`config.mk`:
```
export PLATFORM = sky130hd
export DESIGN_NAME = usbbs_core
export DESIGN_NICKNAME = d
export VERILOG_FILES = /design/src/rtl/usbbs_pkg.sv /design/src/rtl/usbbs_core.sv /design/src/rtl/usbbs_swap.sv
export VERILOG_INCLUDE_DIRS = /design/src /design/src/rtl
export SDC_FILE = /design/constraint.sdc
export NUM_CORES = 1
export LEC_CHECK = 0
export BUFFER_PORTS_ARGS = -buffer_cell sky130_fd_sc_hd__buf_2
export CORE_MARGIN = 3
export CORE_UTILIZATION = 52
export DETAILED_ROUTE_END_ITERATION = 12
export PLACE_DENSITY = 0.8
export SYNTH_ARGS = -nofsm -noshare
export SYNTH_HDL_FRONTEND = slang
export SYNTH_SLANG_ARGS = --single-unit
```
`constraint.sdc`:
```
create_clock -name clk -period 2.1 [get_ports clk]
set_input_delay 0.21 -clock clk [delete_from_list [all_inputs] [get_ports clk]]
set_output_delay 0.21 -clock clk [all_outputs]
set_load 0.01 [all_outputs]
```
`src/rtl/usbbs_consts.svh`:
```
`ifndef USBBS_CONSTS_SVH
`define USBBS_CONSTS_SVH

// Register offsets in the USB register window
`define USBBS_OFS_FADDR      16'hDE00
`define USBBS_OFS_POWER      16'hDE01
`define USBBS_OFS_INFLAGS    16'hDE02
`define USBBS_OFS_OUTFLAGS   16'hDE04
`define USBBS_OFS_COMFLAGS   16'hDE06
`define USBBS_OFS_INEN       16'hDE07
`define USBBS_OFS_OUTEN      16'hDE09
`define USBBS_OFS_COMEN      16'hDE0B
`define USBBS_OFS_INDEX      16'hDE0E
`define USBBS_OFS_ENDIAN     16'hDE20

// Power/control field positions
`define USBBS_POW_ISO_WAIT   7
`define USBBS_POW_RST        3
`define USBBS_POW_RESUME     2
`define USBBS_POW_SUSPENDED  1
`define USBBS_POW_SUSP_EN    0

// Common flag and enable field positions
`define USBBS_COM_SOF        3
`define USBBS_COM_RST        2
`define USBBS_COM_RESUME     1
`define USBBS_COM_SUSPEND    0

// Address register pending bit
`define USBBS_ADDR_PEND      7

// Reset values of the enable registers
`define USBBS_COMEN_RESET    4'h6
`define USBBS_INEN_RESET     6'h3F
`define USBBS_OUTEN_RESET    5'h1F

// Idle time before suspend
`define USBBS_IDLE_US        3000
`define USBBS_CLK_MHZ        100
`define USBBS_IDLE_CYCLES    (`USBBS_IDLE_US * `USBBS_CLK_MHZ)

`endif

```
`src/rtl/usbbs_pkg.sv`:
```
package usbbs_pkg;
  // Bus state as seen by the suspend logic
  typedef enum logic [1:0] {
    USBBS_ACTIVE,
    USBBS_SUSPENDED
  } usbbs_state_t;
endpackage

```
`src/rtl/usbbs_core.sv`:
```
// Notes on behaviour
// - DMA FIFO access is byte or word; a word moves two FIFO bytes.
// - OUT FIFO word read byte order follows the read little-endian bit.
// - IN FIFO word write byte order follows the write little-endian bit.
// - Both byte-order bits are global, shared by every endpoint.
// - Little endian both ways gives same byte sequence as byte transfers.
// - Bus reset sets its flag; if enabled also raises CPU USB pending.
// - After bus reset the device answers only address zero.
// - Bus reset clears function address and endpoint select.
// - Bus reset flushes all FIFOs; IN and OUT endpoint flags keep their value.
// - Bus reset sets all interrupt enables except frame-start and suspend.
// - 3 ms idle with suspend allowed sets suspend flag, enters suspend.
// - Suspend entry raises CPU USB pending only if suspend enable set.
// - Non-idle signalling in suspend sets resume flag; wakes system only if resume enable set.
// - Bus reset in suspend wakes system, sets reset flag not resume.
// - Resume is driven while wakeup bit is set; firmware holds 1-15 ms.
// - Writing address sets pending bit; cleared when new address applies.
// - ISO hold bit sends zero-length packets until first frame start.
// - Power bit 3 reads 1 while reset signalling is on the bus.
// - Suspended bit set on entry; cleared by common flag read or wakeup.
// - IN flag register: EP0 bit 0, EP1-5 bits 1-5, cleared on read.
// - Common flags: frame start 3, reset 2, resume 1, suspend 0, read-clear.
// - Common enables reset to frame 0, reset 1, resume 1, suspend 0.
`include "usbbs_consts.svh"
module usbbs_core
  import usbbs_pkg::*;
#(
  parameter int IDLE_CYCLES = `USBBS_IDLE_CYCLES
)
(
  input  wire logic        clk,
  input  wire logic        reset_n,
  input  wire logic [15:0] reg_addr,
  input  wire logic        reg_wr,
  input  wire logic        reg_rd,
  input  wire logic [7:0]  reg_wdata,
  output logic      [7:0]  reg_rdata,
  input  wire logic        bus_reset_seen,
  input  wire logic        bus_active,
  input  wire logic        frame_start,
  input  wire logic        addr_apply,
  input  wire logic [5:0]  in_ep_event,
  input  wire logic [4:0]  out_ep_event,
  input  wire logic        dma_word_size,
  input  wire logic [15:0] out_fifo_word,
  output logic      [15:0] out_dma_word,
  input  wire logic [15:0] in_dma_word,
  output logic      [15:0] in_fifo_word,
  output logic      [6:0]  match_address,
  output logic      [3:0]  endpoint_select,
  output logic             fifo_flush,
  output logic             iso_hold_until_frame_start,
  output logic             drive_wakeup_signal,
  output logic             suspended,
  output logic             cpu_usb_pending,
  output logic             wake_request
);

  logic [6:0]   addr_q;
  logic         addr_pend_q;
  logic [6:0]   addr_live_q;
  logic         iso_wait_q;
  logic         resume_q;
  logic         susp_en_q;
  logic         susp_bit_q;
  logic [5:0]   in_flags_q;
  logic [4:0]   out_flags_q;
  logic [3:0]   com_flags_q;
  logic [5:0]   in_en_q;
  logic [4:0]   out_en_q;
  logic [3:0]   com_en_q;
  logic [3:0]   index_q;
  logic [1:0]   endian_q;
  logic         pend_q;
  logic [31:0]  idle_q;
  usbbs_state_t state_q;
  logic         wr_addr, wr_pow, wr_inen, wr_outen, wr_comen, wr_idx, wr_end;
  logic         rd_in, rd_out, rd_com;
  logic         idle_done, enter_susp, resume_evt;
  logic [3:0]   com_set;

  assign wr_addr  = reg_wr && reg_addr == `USBBS_OFS_FADDR;
  assign wr_pow   = reg_wr && reg_addr == `USBBS_OFS_POWER;
  assign wr_inen  = reg_wr && reg_addr == `USBBS_OFS_INEN;
  assign wr_outen = reg_wr && reg_addr == `USBBS_OFS_OUTEN;
  assign wr_comen = reg_wr && reg_addr == `USBBS_OFS_COMEN;
  assign wr_idx   = reg_wr && reg_addr == `USBBS_OFS_INDEX;
  assign wr_end   = reg_wr && reg_addr == `USBBS_OFS_ENDIAN;
  assign rd_in    = reg_rd && reg_addr == `USBBS_OFS_INFLAGS;
  assign rd_out   = reg_rd && reg_addr == `USBBS_OFS_OUTFLAGS;
  assign rd_com   = reg_rd && reg_addr == `USBBS_OFS_COMFLAGS;

  // Byte order swappers, one global setting each
  usbbs_swap u_rd_swap
  (
    .little_en (endian_q[0] || !dma_word_size),
    .word_in   (out_fifo_word),
    .word_out  (out_dma_word)
  );
  usbbs_swap u_wr_swap
  (
    .little_en (endian_q[1] || !dma_word_size),
    .word_in   (in_dma_word),
    .word_out  (in_fifo_word)
  );

  // Idle timer on the device clock
  always_ff @(posedge clk)
  begin
    if (!reset_n || !susp_en_q || bus_active || bus_reset_seen || resume_q || state_q == USBBS_SUSPENDED)
      idle_q <= '0;
    else if (!idle_done)
      idle_q <= idle_q + 32'h1;
  end
  assign idle_done  = idle_q == IDLE_CYCLES - 1;
  assign enter_susp = idle_done && susp_en_q && state_q == USBBS_ACTIVE;
  assign resume_evt = state_q == USBBS_SUSPENDED && bus_active && !bus_reset_seen;

  // Suspend state machine
  always_ff @(posedge clk)
  begin
    if (!reset_n)
      state_q <= USBBS_ACTIVE;
    else
      case (state_q)
        USBBS_ACTIVE:
          if (enter_susp)
            state_q <= USBBS_SUSPENDED;
        USBBS_SUSPENDED:
          if (bus_active || bus_reset_seen || resume_q)
            state_q <= USBBS_ACTIVE;
        default:
          state_q <= USBBS_ACTIVE;
      endcase
  end

  // Common flag set terms
  always_comb
  begin
    com_set = 4'h0;
    com_set[`USBBS_COM_SOF]     = frame_start;
    com_set[`USBBS_COM_RST]     = bus_reset_seen;
    com_set[`USBBS_COM_RESUME]  = resume_evt;
    com_set[`USBBS_COM_SUSPEND] = enter_susp;
  end

  // Read-clear flag registers, set wins
  always_ff @(posedge clk)
  begin
    if (!reset_n)
    begin
      in_flags_q  <= 6'h00;
      out_flags_q <= 5'h00;
      com_flags_q <= 4'h0;
    end
    else
    begin
      in_flags_q  <= (rd_in ? 6'h00 : in_flags_q) | in_ep_event;
      out_flags_q <= (rd_out ? 5'h00 : out_flags_q) | out_ep_event;
      com_flags_q <= (rd_com ? 4'h0 : com_flags_q) | com_set;
    end
  end

  // CPU pending flag from enabled events
  always_ff @(posedge clk)
  begin
    if (!reset_n)
      pend_q <= 1'b0;
    else if (|(com_set & com_en_q) || |(in_ep_event & in_en_q) || |(out_ep_event & out_en_q))
      pend_q <= 1'b1;
    else if (rd_com || rd_in || rd_out)
      pend_q <= 1'b0;
  end

  // Enable registers
  always_ff @(posedge clk)
  begin
    if (!reset_n)
    begin
      com_en_q <= `USBBS_COMEN_RESET;
      in_en_q  <= `USBBS_INEN_RESET;
      out_en_q <= `USBBS_OUTEN_RESET;
    end
    else if (bus_reset_seen)
    begin
      com_en_q <= {com_en_q[`USBBS_COM_SOF], 2'b11, com_en_q[`USBBS_COM_SUSPEND]};
      in_en_q  <= `USBBS_INEN_RESET;
      out_en_q <= `USBBS_OUTEN_RESET;
    end
    else
    begin
      if (wr_comen)
        com_en_q <= reg_wdata[3:0];
      if (wr_inen)
        in_en_q <= reg_wdata[5:0];
      if (wr_outen)
        out_en_q <= reg_wdata[5:1];
    end
  end

  // Function address with deferred update
  always_ff @(posedge clk)
  begin
    if (!reset_n || bus_reset_seen)
    begin
      addr_q      <= 7'h00;
      addr_live_q <= 7'h00;
      addr_pend_q <= 1'b0;
      index_q     <= 4'h0;
    end
    else
    begin
      if (wr_addr)
      begin
        addr_q      <= reg_wdata[6:0];
        addr_pend_q <= 1'b1;
      end
      else if (addr_apply && addr_pend_q)
      begin
        addr_live_q <= addr_q;
        addr_pend_q <= 1'b0;
      end
      if (wr_idx)
        index_q <= reg_wdata[3:0];
    end
  end

  // Power/control and byte order registers
  always_ff @(posedge clk)
  begin
    if (!reset_n)
    begin
      iso_wait_q <= 1'b0;
      resume_q   <= 1'b0;
      susp_en_q  <= 1'b0;
      endian_q   <= 2'b00;
    end
    else
    begin
      if (wr_pow)
      begin
        iso_wait_q <= reg_wdata[`USBBS_POW_ISO_WAIT];
        resume_q   <= reg_wdata[`USBBS_POW_RESUME];
        susp_en_q  <= reg_wdata[`USBBS_POW_SUSP_EN];
      end
      if (wr_end)
        endian_q <= reg_wdata[1:0];
    end
  end

  // Suspended status bit
  always_ff @(posedge clk)
  begin
    if (!reset_n)
      susp_bit_q <= 1'b0;
    else if (enter_susp)
      susp_bit_q <= 1'b1;
    else if (rd_com || resume_q)
      susp_bit_q <= 1'b0;
  end

  // Register read mux
  always_comb
  begin
    reg_rdata = 8'h00;
    case (reg_addr)
      `USBBS_OFS_FADDR:    reg_rdata = {addr_pend_q, addr_q};
      `USBBS_OFS_POWER:    reg_rdata = {iso_wait_q, 3'b000, bus_reset_seen, resume_q, susp_bit_q, susp_en_q};
      `USBBS_OFS_INFLAGS:  reg_rdata = {2'b00, in_flags_q};
      `USBBS_OFS_OUTFLAGS: reg_rdata = {2'b00, out_flags_q, 1'b0};
      `USBBS_OFS_COMFLAGS: reg_rdata = {4'h0, com_flags_q};
      `USBBS_OFS_INEN:     reg_rdata = {2'b00, in_en_q};
      `USBBS_OFS_OUTEN:    reg_rdata = {2'b00, out_en_q, 1'b0};
      `USBBS_OFS_COMEN:    reg_rdata = {4'h0, com_en_q};
      `USBBS_OFS_INDEX:    reg_rdata = {4'h0, index_q};
      `USBBS_OFS_ENDIAN:   reg_rdata = {6'h00, endian_q};
      default:             reg_rdata = 8'h00;
    endcase
  end

  // Outputs
  assign match_address              = addr_live_q;
  assign endpoint_select            = index_q;
  assign fifo_flush                 = bus_reset_seen;
  assign iso_hold_until_frame_start = iso_wait_q;
  assign drive_wakeup_signal        = resume_q;
  assign suspended                  = state_q == USBBS_SUSPENDED;
  assign cpu_usb_pending            = pend_q;
  assign wake_request               = suspended &&
                                      (pend_q || bus_reset_seen || (bus_active && com_en_q[`USBBS_COM_RESUME]));

  // Checks
  a_reset_flag: assert property (@(posedge clk) disable iff (!reset_n)
    bus_reset_seen |=> com_flags_q[`USBBS_COM_RST]) else $error("reset flag not set");
  a_addr_clear: assert property (@(posedge clk) disable iff (!reset_n)
    bus_reset_seen |=> addr_live_q == 7'h00 && index_q == 4'h0) else $error("address not cleared");
  a_en_restore: assert property (@(posedge clk) disable iff (!reset_n)
    bus_reset_seen |=> com_en_q[2:1] == 2'b11 && $stable(com_en_q[3])) else $error("enables wrong");
  a_susp_entry: assert property (@(posedge clk) disable iff (!reset_n)
    enter_susp |=> state_q == USBBS_SUSPENDED && susp_bit_q) else $error("no suspend");
  a_susp_pend: assert property (@(posedge clk) disable iff (!reset_n)
    enter_susp && com_en_q[0] |=> pend_q) else $error("suspend pending missing");
  a_resume_flag: assert property (@(posedge clk) disable iff (!reset_n)
    resume_evt |=> com_flags_q[1] && state_q == USBBS_ACTIVE) else $error("resume missing");
  a_addr_pend: assert property (@(posedge clk) disable iff (!reset_n)
    wr_addr && !bus_reset_seen |=> addr_pend_q) else $error("pending not set");
  a_inflag_clr: assert property (@(posedge clk) disable iff (!reset_n)
    rd_in && in_ep_event == 6'h00 |=> in_flags_q == 6'h00) else $error("in flags kept");
  a_swap_big: assert property (@(posedge clk)
    dma_word_size && !endian_q[0] |-> out_dma_word == {out_fifo_word[7:0], out_fifo_word[15:8]})
    else $error("read order wrong");
  c_bus_reset: cover property (@(posedge clk) bus_reset_seen);
  c_suspend:   cover property (@(posedge clk) enter_susp);
  c_resume:    cover property (@(posedge clk) resume_evt);

endmodule // usbbs_core

```
`src/rtl/usbbs_swap.sv`:
```
// Byte order of one 16-bit FIFO word
module usbbs_swap
  import usbbs_pkg::*;
(
  input  wire logic        little_en,
  input  wire logic [15:0] word_in,
  output logic      [15:0] word_out
);

  // Big endian: first FIFO byte is the high byte
  always_comb
  begin
    if (little_en)
      word_out = word_in;
    else
      word_out = {word_in[7:0], word_in[15:8]};
  end

endmodule // usbbs_swap

```
**After elaboration in Yosys (flattened, before gate mapping)**

Index checks and enable logic that the tools add are counted.

- Muxes and demuxes: 15
- Equality and inequality tests: 14
- Reduce and logical (&&, ||, !) cells: 49
- $add $sub $neg: 1
- Bitwise gates (word level): 9

Operator list:

| kind | number |
|---|---|
| equality test 16 bit, second input constant | 10 |
| one-hot mux 8 bit (10 select lines) | 1 |
| adder 32 x 1 -> 32 bit, second input constant | 1 |
| equality test 32 x 19 -> 1 bit, second input constant | 1 |
| two-way mux 16 bit | 2 |
| logical AND 1 bit | 17 |
| logical OR 1 bit | 17 |
| AND 6 bit | 1 |
| two-way mux 1 bit | 6 |
| two-way mux 6 bit | 1 |
| bitwise OR 6 bit | 1 |
| AND reduction 2 bit | 3 |
| nonzero test 2 bit | 3 |
| OR reduction 6 bit | 1 |
| AND 5 bit | 1 |
| two-way mux 5 bit | 1 |
| bitwise OR 5 bit | 1 |
| OR reduction 5 bit | 1 |
| AND 4 bit | 1 |
| zero test 1 bit | 4 |
| two-way mux 2 bit | 2 |
| two-way mux 4 bit | 1 |
| bitwise OR 4 bit | 1 |
| one-hot mux 2 bit (2 select lines) | 1 |
| 7 further kinds | 9 |

- Word-level logic and storage cells: 107
- Input port bits: 76
- Register bits: 90

**Logic depth before layout (Yosys ltp)**

Gate-level depths: netlist of run 1.

- Depth in word-level cells: 8
- Mapped depth: 7
- Gate-level depth less buffers: 6

**By module**

A second synthesis of run 1 with hierarchy kept.

- Cell total of the unflattened synthesis: 525
- Area, all modules: 4665.7 sq um

By module, submodules not included:

| module | area an instance (sq um) | cells an instance | times used | seq. area each (sq um) |
|---|---|---|---|---|
| usbbs_core | 4167.7 | 489 | 1 | 1781.7 |
| usbbs_swap | 249.0 | 18 | 2 | 0.0 |

**Least setup slack after synthesis of run 1**

Ideal clock, no wire load.

- Kind: input port to output port
- From: in reg_addr[5]
- To: out reg_rdata[4]
- Slack: 191 ps
- Arrival time: 1699 ps
- Data required time: 1890 ps
- Buffers on the path: 1
- Cell stages on the path: 6
- Cells stage by stage: or4_4 -> buf_6 -> nor4_1 -> nand2_1 -> o21ai_0 -> a221o_1

- Cells in the longest elaborated chain, start to end: 2
- Elaborated cells on any way between the ends: 11
- Those cells by class: 10 x eq/ne; 1 x mux

Ends and longest elaborated chain:

| what | line | RTL |
|---|---|---|
| start: declaration | usbbs_core.sv:33 | `input wire logic [15:0] reg_addr,` |
| equality test 16 bit | usbbs_core.sv:266 | `case (reg_addr)` |
| one-hot mux 8 bit (10 select lines) (*) | usbbs_core.sv:266 |  |
| end: declaration | usbbs_core.sv:37 | `output logic [7:0] reg_rdata,` |

Every way passes the cells marked *; elsewhere a longest branch is shown, timed or not.

**Worst setup path in the final report of run 1**

- From: in reg_addr[5]
- To: out reg_rdata[5]

The elaborated chain is that of the path after synthesis.

==> results of run 1 <==
[layer usage]
| layer | vias to the layer above | track usage | wire [um] |
|---|---|---|---|
| met5 | - | 0 | 0 |
| met4 | 0 | 0.0632 | 163 |
| met3 | 16 | 0.0616 | 1410 |
| met2 | 252 | 0.450 | 6430 |
| met1 | 2303 | 0.371 | 6180 |
| li1 | 2414 | - | - |
[per-stage QoR]
step | setup WS (ns) | cells | utilization
4_1_cts | 0.00947 | 853 | 0.684
3_5_place_dp | -0.0867 | 838 | 0.657
6_report | 0.0562 | 860 | 0.691
3_3_place_gp | -0.0257 | 838 | 0.657
2_1_floorplan | 0.191 | 602 | -
5_1_grt | 0.0133 | 860 | 0.691
[sequential cells by signal (all words and copies together), names as in the netlist]
name / flops
addr_pend_q: 1
out_en_q: 5
idle_q: 32
com_en_q: 4
drive_wakeup_signal: 1
addr_q: 7
susp_bit_q: 1
cpu_usb_pending: 1
com_flags_q: 4
susp_en_q: 1
match_address: 7
endian_q: 2
state_q: 1
out_flags_q: 5
in_flags_q: 6
iso_hold_until_frame_start: 1
endpoint_select: 4
in_en_q: 6
[path summary, 6_finish.rpt]
kind / startpoint / endpoint / depth (start not counted)
setup / recovery: reg_addr[5] / reg_rdata[5] / 7
setup reg to reg: idle_q[0]$_SDFFE_PP0P_ / idle_q[30]$_SDFFE_PP0P_ / 7
hold / removal: in_ep_event[5] / in_flags_q[5]$_SDFF_PN0_ / 3
hold reg to reg: com_flags_q[0]$_SDFF_PN0_ / com_flags_q[0]$_SDFF_PN0_ / 2
[what timing repair did]
action	in CTS	in global routing
gates resized for setup	3	2
endpoints found under the hold margin	0	0
gates cloned	1	0
setup buffers	0	7
pin swaps	1	5
setup endpoints to repair	2	5
[layout by cell type, fill, tap and decap left out, types with 2 or more instances in the layout]
cell type and instances:
a221o_1 2, a21oi_1 38, nor4bb_1 2, inv_1 4
mux2i_1 20, buf_2 132, o21ai_0 29, nor2_1 80
and3_1 7, dfxtp_1 89, nand2_1 132, nor3_1 3
nor4b_1 2, xor2_1 23, clkbuf_8 9, a22o_1 3
nor2b_1 7, a22oi_1 8, nand4_1 23, or3_1 3
a222oi_1 3, or4_4 2, nor4_2 5, nand2b_1 6
bufinv_16 2, o21ai_1 2, nand3_1 30, nand4b_1 3
buf_4 37, nor4_1 5, nand4b_2 2, a32o_1 2
nand3_2 3, o31ai_1 2, nor4_4 5, mux2_2 3
xnor2_1 3
[cell type report]
type	count	area, um2	share of cell area
Clock buffer	9	124	0.0212
Inverter	5	18.8	0.00321
Timing Repair Buffer	170	958	0.164
Tap cell	105	131	0.0225
Clock inverter	5	81.3	0.0139
Multi-Input combinational cell	477	2760	0.471
Sequential cell	89	1780	0.305
[logic make-up after synthesis]
family	count (synthesis)
xor+xnor	26
flops	89
compound gates	97
buf+inv	37
mux	23
fa+ha+maj	1
simple gates	329
[report_power, final]
part / internal (uW) / leakage [uW] / switching (uW) / total, uW
Sequential: 1710 / 0.000722 / 14.4 / 1720
Clock: 659 / 0.000102 / 593 / 1250
Combinational: 157 / 0.00185 / 234 / 391
[worst max-delay path, cell delays in order]
cell and delay, ns:
buf_2 0.12, or4_4 0.64, nor4_4 0.27, nand2_1 0.12, o21ai_0 0.21, a221o_1 0.14
buf_2 0.12
==> tab_implementation.tex, run 1 <==
\begin{tabular}{lr}
\hline
Metric & Value \\
\hline
\multicolumn{2}{l}{\textbf{Yosys}} \\
Cell type with the largest total area after synthesis & dfxtp\_1 \\
XOR/XNOR Fraction of Synth Area & 0.0488 \\
Number of warning messages in the yosys log & 0 \\
Net count after synthesis & between 600 and 700 \\
Post-synthesis mux area share & 0.0502 \\
Leading post-synthesis cells by cell area & dfxtp\_1 (38\%), nand2\_1 (11\%), nor2\_1 (6.4\%), xor2\_1 (4.3\%), mux2i\_1 (4.3\%) \\
Most common cell in the netlist & nand2\_1 \\
Compound-Gate Fraction of Synth Area & 0.126 \\
Synthesized area per cell & 7.74 um2 \\
Leading cell types by count after synthesis & nand2\_1 (132), dfxtp\_1 (89), nor2\_1 (80) \\
Main combinational cell family by area after synthesis & simple AND/OR/NAND/NOR gates \\
Share of synthesized cell area in and, or, nand and nor gates & 0.355 \\
Top cell type's share of synthesized area & 0.382 \\
Sequential-to-total area share from yosys stat & 0.382 \\
Flip-flop and latch count after synthesis & a little under 90 \\
Adder-cell share of the synthesized area & 0.00268 \\
Gate count of the mapped netlist & roughly 600 \\
Most used DFF post-synth & dfxtp\_1 \\
Number of flops mapped to enable cells by yosys & 0 \\
Library cells used by synthesis & 58 \\
Combined area of all synthesized cells & $\sim$4700 um2 \\
Asr flop ratio synth & 0 \\
\multicolumn{2}{l}{\textbf{Clock network}} \\
H-tree levels & 3 \\
Clock-pin slew on the worst setup and hold paths & 0.09 ns \\
Total clock buffers created by CTS & 9 \\
Hold-fix buffers at CTS & 0 \\
Later-pin clock latency in the skew report & $\sim$0.36 ns \\
Bufs on Longest Clock Path & 2 \\
Master cell of the clock root buffer & clkbuf\_8 \\
Clock tree sinks & 89 \\
Clock tree from TritonCTS & built \\
\multicolumn{2}{l}{\textbf{Cells and area}} \\
Number of inserted diodes & 0 \\
Proportion of layout cells with a drive suffix above 1 & 0.279 \\
Number of fillers in the final layout & about 700 \\
Layout area overhead & 25.5\% \\
Net count of the finished layout & 829 \\
Post-Layout Inst Area & slightly below 6000 um2 \\
\multicolumn{2}{l}{\textbf{Worst setup path}} \\
Critical path arrival & approximately 1.8 ns \\
Max Fanout on Critical Path & 5 \\
Register-to-Register Setup Slack & approximately 0.18 ns \\
Worst EP required & around 1.9 ns \\
Worst Setup Start Kind & primary input \\
Crit path capture type & primary output \\
Crit Path Class & primary input to primary output \\
\multicolumn{2}{l}{\textbf{Drt}} \\
Detail Route Antenna Nets & 0 \\
Initial detailed-routing violation count & between 400 and 500 \\
Routed wirelength normalized by instance count & around 16 um \\
Via density & $\sim$5.8 \\
Vias & approximately 5000 \\
DRC Markers & 0 \\
Detailed Routing Iterations Pass 1 & 5 \\
Final routed wirelength across all metal layers & 14200 um \\
\multicolumn{2}{l}{\textbf{Floorplan}} \\
Core region area & 8460 um2 \\
Die Area & approximately 10000 um2 \\
\# rows & 33 \\
Die Y-Extent & 101 um \\
\# IOs & approximately 130 \\
Width of the die & between 100 and 150 um \\
Starting density of the core & 0.551 \\
\multicolumn{2}{l}{\textbf{Placed design}} \\
Area post-placement & approximately 5600 um2 \\
Final GP Congestion & between 1 and 1.5 \\
Input/output buffers & about 130 \\
Post-DP HPWL & $\sim$10000 um \\
\multicolumn{2}{l}{\textbf{STA}} \\
Worst clock skew on the final layout & 0.0119 ns \\
RSZ-0062 raised after global routing & no \\
Number of hold-slack violations in the final timing report & 0 \\
Final Cycle Share & 0.973 \\
Min Hold Slack & roughly 0.073 ns \\
Max\_slew headroom & 0.636 \\
Final count of pins violating max slew & 0 \\
Final setup fails & 0 \\
Worst Max-Slew Pin Slew & 0.545 ns \\
Final setup TNS & 0 ns \\
Final worst path period need & 2.04 ns \\
Achievable clock frequency & 489 MHz \\
\multicolumn{2}{l}{\textbf{GRT}} \\
Pin count of the biggest net entering global routing & 32 \\
GRT Residual Overflow & 0 \\
Via count of the first global-routing pass & 4468 \\
Antenna violations before repair & 0 \\
Global-route wire length before repair & roughly 22000 um \\
All-layer global routing usage & 0.275 \\
\multicolumn{2}{l}{\textbf{Power and ir drop}} \\
Total leakage power & about 0.0027 uW \\
Largest voltage drop on the vdd net & around 0.44 mV \\
Total power density per cell area & roughly 570 nW/um2 \\
Total Power Consumption & between 3000 and 4000 uW \\
\multicolumn{2}{l}{\textbf{Job}} \\
Reported max-cap violation count & 0 \\
\multicolumn{2}{l}{\textbf{Outcome}} \\
Status & finished, final reports clean \\
\multicolumn{2}{l}{\textbf{Worst hold path}} \\
Tightest Hold Check Type & primary input to flip-flop \\
\hline
\end{tabular}
Note: power is estimated with default switching activity, not from simulation.
==> run 2, diff against run 1 <==
--- a/config.mk
+++ b/config.mk
@@ -11,6 +11,8 @@
 export CORE_UTILIZATION = 52
 export DETAILED_ROUTE_END_ITERATION = 12
 export PLACE_DENSITY = 0.8
+export RECOVER_POWER = 50
+export SETUP_SLACK_MARGIN = 0.4
 export SYNTH_ARGS = -nofsm -noshare
 export SYNTH_HDL_FRONTEND = slang
 export SYNTH_SLANG_ARGS = --single-unit
==> tab_implementation.tex, run 2 (same netlist as run 1, synthesis figures left out) <==
\begin{tabular}{lr}
\hline
Metric & Value \\
\hline
\multicolumn{2}{l}{\textbf{Worst setup path}} \\
Crit Path Class & primary input to primary output \\
Critical path arrival & about 1.8 ns \\
Worst EP required & between 1.5 and 2 ns \\
Worst Setup Start Kind & primary input \\
Register-to-Register Setup Slack & between 0.3 and 0.4 ns \\
Crit path capture type & primary output \\
Max Fanout on Critical Path & 5 \\
\multicolumn{2}{l}{\textbf{Floorplan}} \\
Die Y-Extent & between 100 and 150 um \\
\# rows & 33 \\
Die Area & 10100 um2 \\
\# IOs & 133 \\
Core region area & 8460 um2 \\
Starting density of the core & 0.551 \\
Width of the die & 101 um \\
\multicolumn{2}{l}{\textbf{Power and ir drop}} \\
Clock share of power & 0.369 \\
Combinational Power Share & 0.120 \\
Net switching power figure & a little under 900 uW \\
Total Power Consumption & about 3400 uW \\
Total power density per cell area & between 500 and 600 nW/um2 \\
Int Power & 2480 uW \\
Relative contribution of sequential cells to total power & 0.510 \\
Net Sw Frac & 0.261 \\
Total leakage power & around 0.0027 uW \\
Largest voltage drop on the vdd net & between 0.4 and 0.5 mV \\
\multicolumn{2}{l}{\textbf{Cells and area}} \\
Proportion of layout cells with a drive suffix above 1 & 0.293 \\
Largest register FFs & 32 \\
Net count of the finished layout & roughly 850 \\
Layout area overhead & 33.4\% \\
Top library cells by usage in the layout, fill and taps aside & nand2\_1 (129), buf\_2 (92), nor2\_1 (77) \\
Post-Layout Inst Area & approximately 6200 um2 \\
Number of inserted diodes & 0 \\
Number of fillers in the final layout & between 600 and 700 \\
Register with the most flip-flops & idle\_q \\
Commonest non-fill, non-tap cell in the layout & nand2\_1 \\
\multicolumn{2}{l}{\textbf{Placed design}} \\
Area post-placement & $\sim$5600 um2 \\
Post-DP HPWL & approximately 11000 um \\
Dpl ws & around 0.014 ns \\
Final GP Congestion & roughly 1 \\
Input/output buffers & between 100 and 150 \\
\multicolumn{2}{l}{\textbf{STA}} \\
Final setup fails & 0 \\
Final count of pins violating max slew & 0 \\
Final Cycle Share & 0.947 \\
Worst Max-Slew Pin Slew & about 0.7 ns \\
Achievable clock frequency & 503 MHz \\
Max\_slew headroom & 0.547 \\
Final worst path period need & $\sim$2.0 ns \\
Minimum setup slack in the final design & around 0.11 ns \\
Number of hold-slack violations in the final timing report & 0 \\
Worst clock skew on the final layout & 0.00995 ns \\
RSZ-0062 raised after global routing & yes \\
Final setup TNS & 0 ns \\
\multicolumn{2}{l}{\textbf{GRT}} \\
Via count of the first global-routing pass & between 4000 and 5000 \\
GRT Residual Overflow & 0 \\
All-layer global routing usage & 0.290 \\
Pin count of the biggest net entering global routing & 32 \\
Antenna violations before repair & 0 \\
Global-route wire length before repair & about 23000 um \\
\multicolumn{2}{l}{\textbf{Drt}} \\
Routed wirelength normalized by instance count & between 15 and 20 um \\
Vias & between 5000 and 6000 \\
DRC Markers & 0 \\
Initial detailed-routing violation count & approximately 290 \\
Detail Route Antenna Nets & 0 \\
Via density & 5.87 \\
Final routed wirelength across all metal layers & approximately 16000 um \\
Detailed Routing Iterations Pass 1 & 5 \\
\multicolumn{2}{l}{\textbf{Clock network}} \\
Hold-fix buffers at CTS & 0 \\
Master cell of the clock root buffer & clkbuf\_8 \\
Clock-pin slew on the worst setup and hold paths & roughly 0.090 ns \\
Bufs on Longest Clock Path & 2 \\
Later-pin clock latency in the skew report & 0.36 ns \\
H-tree levels & 3 \\
Clock tree from TritonCTS & built \\
Clock tree sinks & 89 \\
Total clock buffers created by CTS & 9 \\
\multicolumn{2}{l}{\textbf{Outcome}} \\
Status & finished, final reports clean \\
\multicolumn{2}{l}{\textbf{Worst hold path}} \\
Tightest Hold Check Type & primary input to flip-flop \\
\multicolumn{2}{l}{\textbf{Job}} \\
Reported max-cap violation count & 0 \\
\hline
\end{tabular}
[run 2: changes by cell type in the layout (fill, tap and decap cells not counted), moves of 4 or more]
cell and change:
buf_6 +8, dfxtp_2 +10, o21ai_1 +5, dfxtp_4 +4, dfxtp_1 -14, o21ai_0 -5, buf_2 -40, nor4_4 +5
buf_4 +11, clkbuf_1 +41, nor4_1 -4
[run 2: area by class of cell]
class,instances,area [um2],share of cell area
clock buffers,11,151,0.0243
clock inverters,5,61.3,0.00986
inverters,5,18.8,0.00302
multi-input cells,478,2960,0.476
flip-flops and latches,89,1810,0.291
well taps,105,131,0.0211
repair buffers,191,1080,0.174
[run 2: repair_timing]
action / CTS / global route
endpoints found under the setup margin: 53 / 55
buffers inserted: 13 / 17
hold endpoints to repair: 0 / 0
resized for setup: 22 / 43
pin swaps: 13 / 19
cloned: 2 / 1
[run 2: path summary, 6_finish.rpt]
check                                      from                       endpoint  depth (start not counted)
setup / recovery                    reg_addr[4]                   reg_rdata[1]                          6
hold reg to reg   match_address[2]$_SDFFE_PP0P_  match_address[2]$_SDFFE_PP0P_                          2
hold / removal                   in_ep_event[5]       in_flags_q[5]$_SDFF_PN0_                          3
setup reg to reg        idle_q[25]$_SDFFE_PP0P_         idle_q[4]$_SDFFE_PP0P_                          7
[run 2: stage by stage]
step	cells	hold WS [ns]	utilization
after detailed placement	835	0.449	0.663
after CTS	866	0.0709	0.713
after global routing	884	0.0732	0.735
after floorplan	602	0.327	-
final	884	0.0853	0.735
after global placement	835	0.442	0.663
[run 2: power groups by stage]
stage | clock (uW) | sequential (uW) | combinational, uW
global placement | 0 | 1760 | 380
finish | 1240 | 1710 | 404
floorplan | 0 | 1750 | 201
global route | 1330 | 1720 | 438
CTS | 1250 | 1720 | 401
detailed placement | 0 | 1760 | 391
[run 2: per-layer routing]
layer  global-route usage  wire, um  vias to the layer above  part of all wire
li1                     -         -                     2453                 -
met1                0.356      6140                     2449              0.39
met2                0.510      7790                      264              0.50
met3               0.0581      1390                       27             0.089
met4               0.0891       286                        0             0.018
met5                    0         0                        -                 0
[run 2: critical path, cell delays in order]
cell and delay [ns]:
clkbuf_1 0.09, or4_4 0.63, nor4_4 0.35, a222oi_1 0.22, nand3_1 0.14, buf_2 0.14
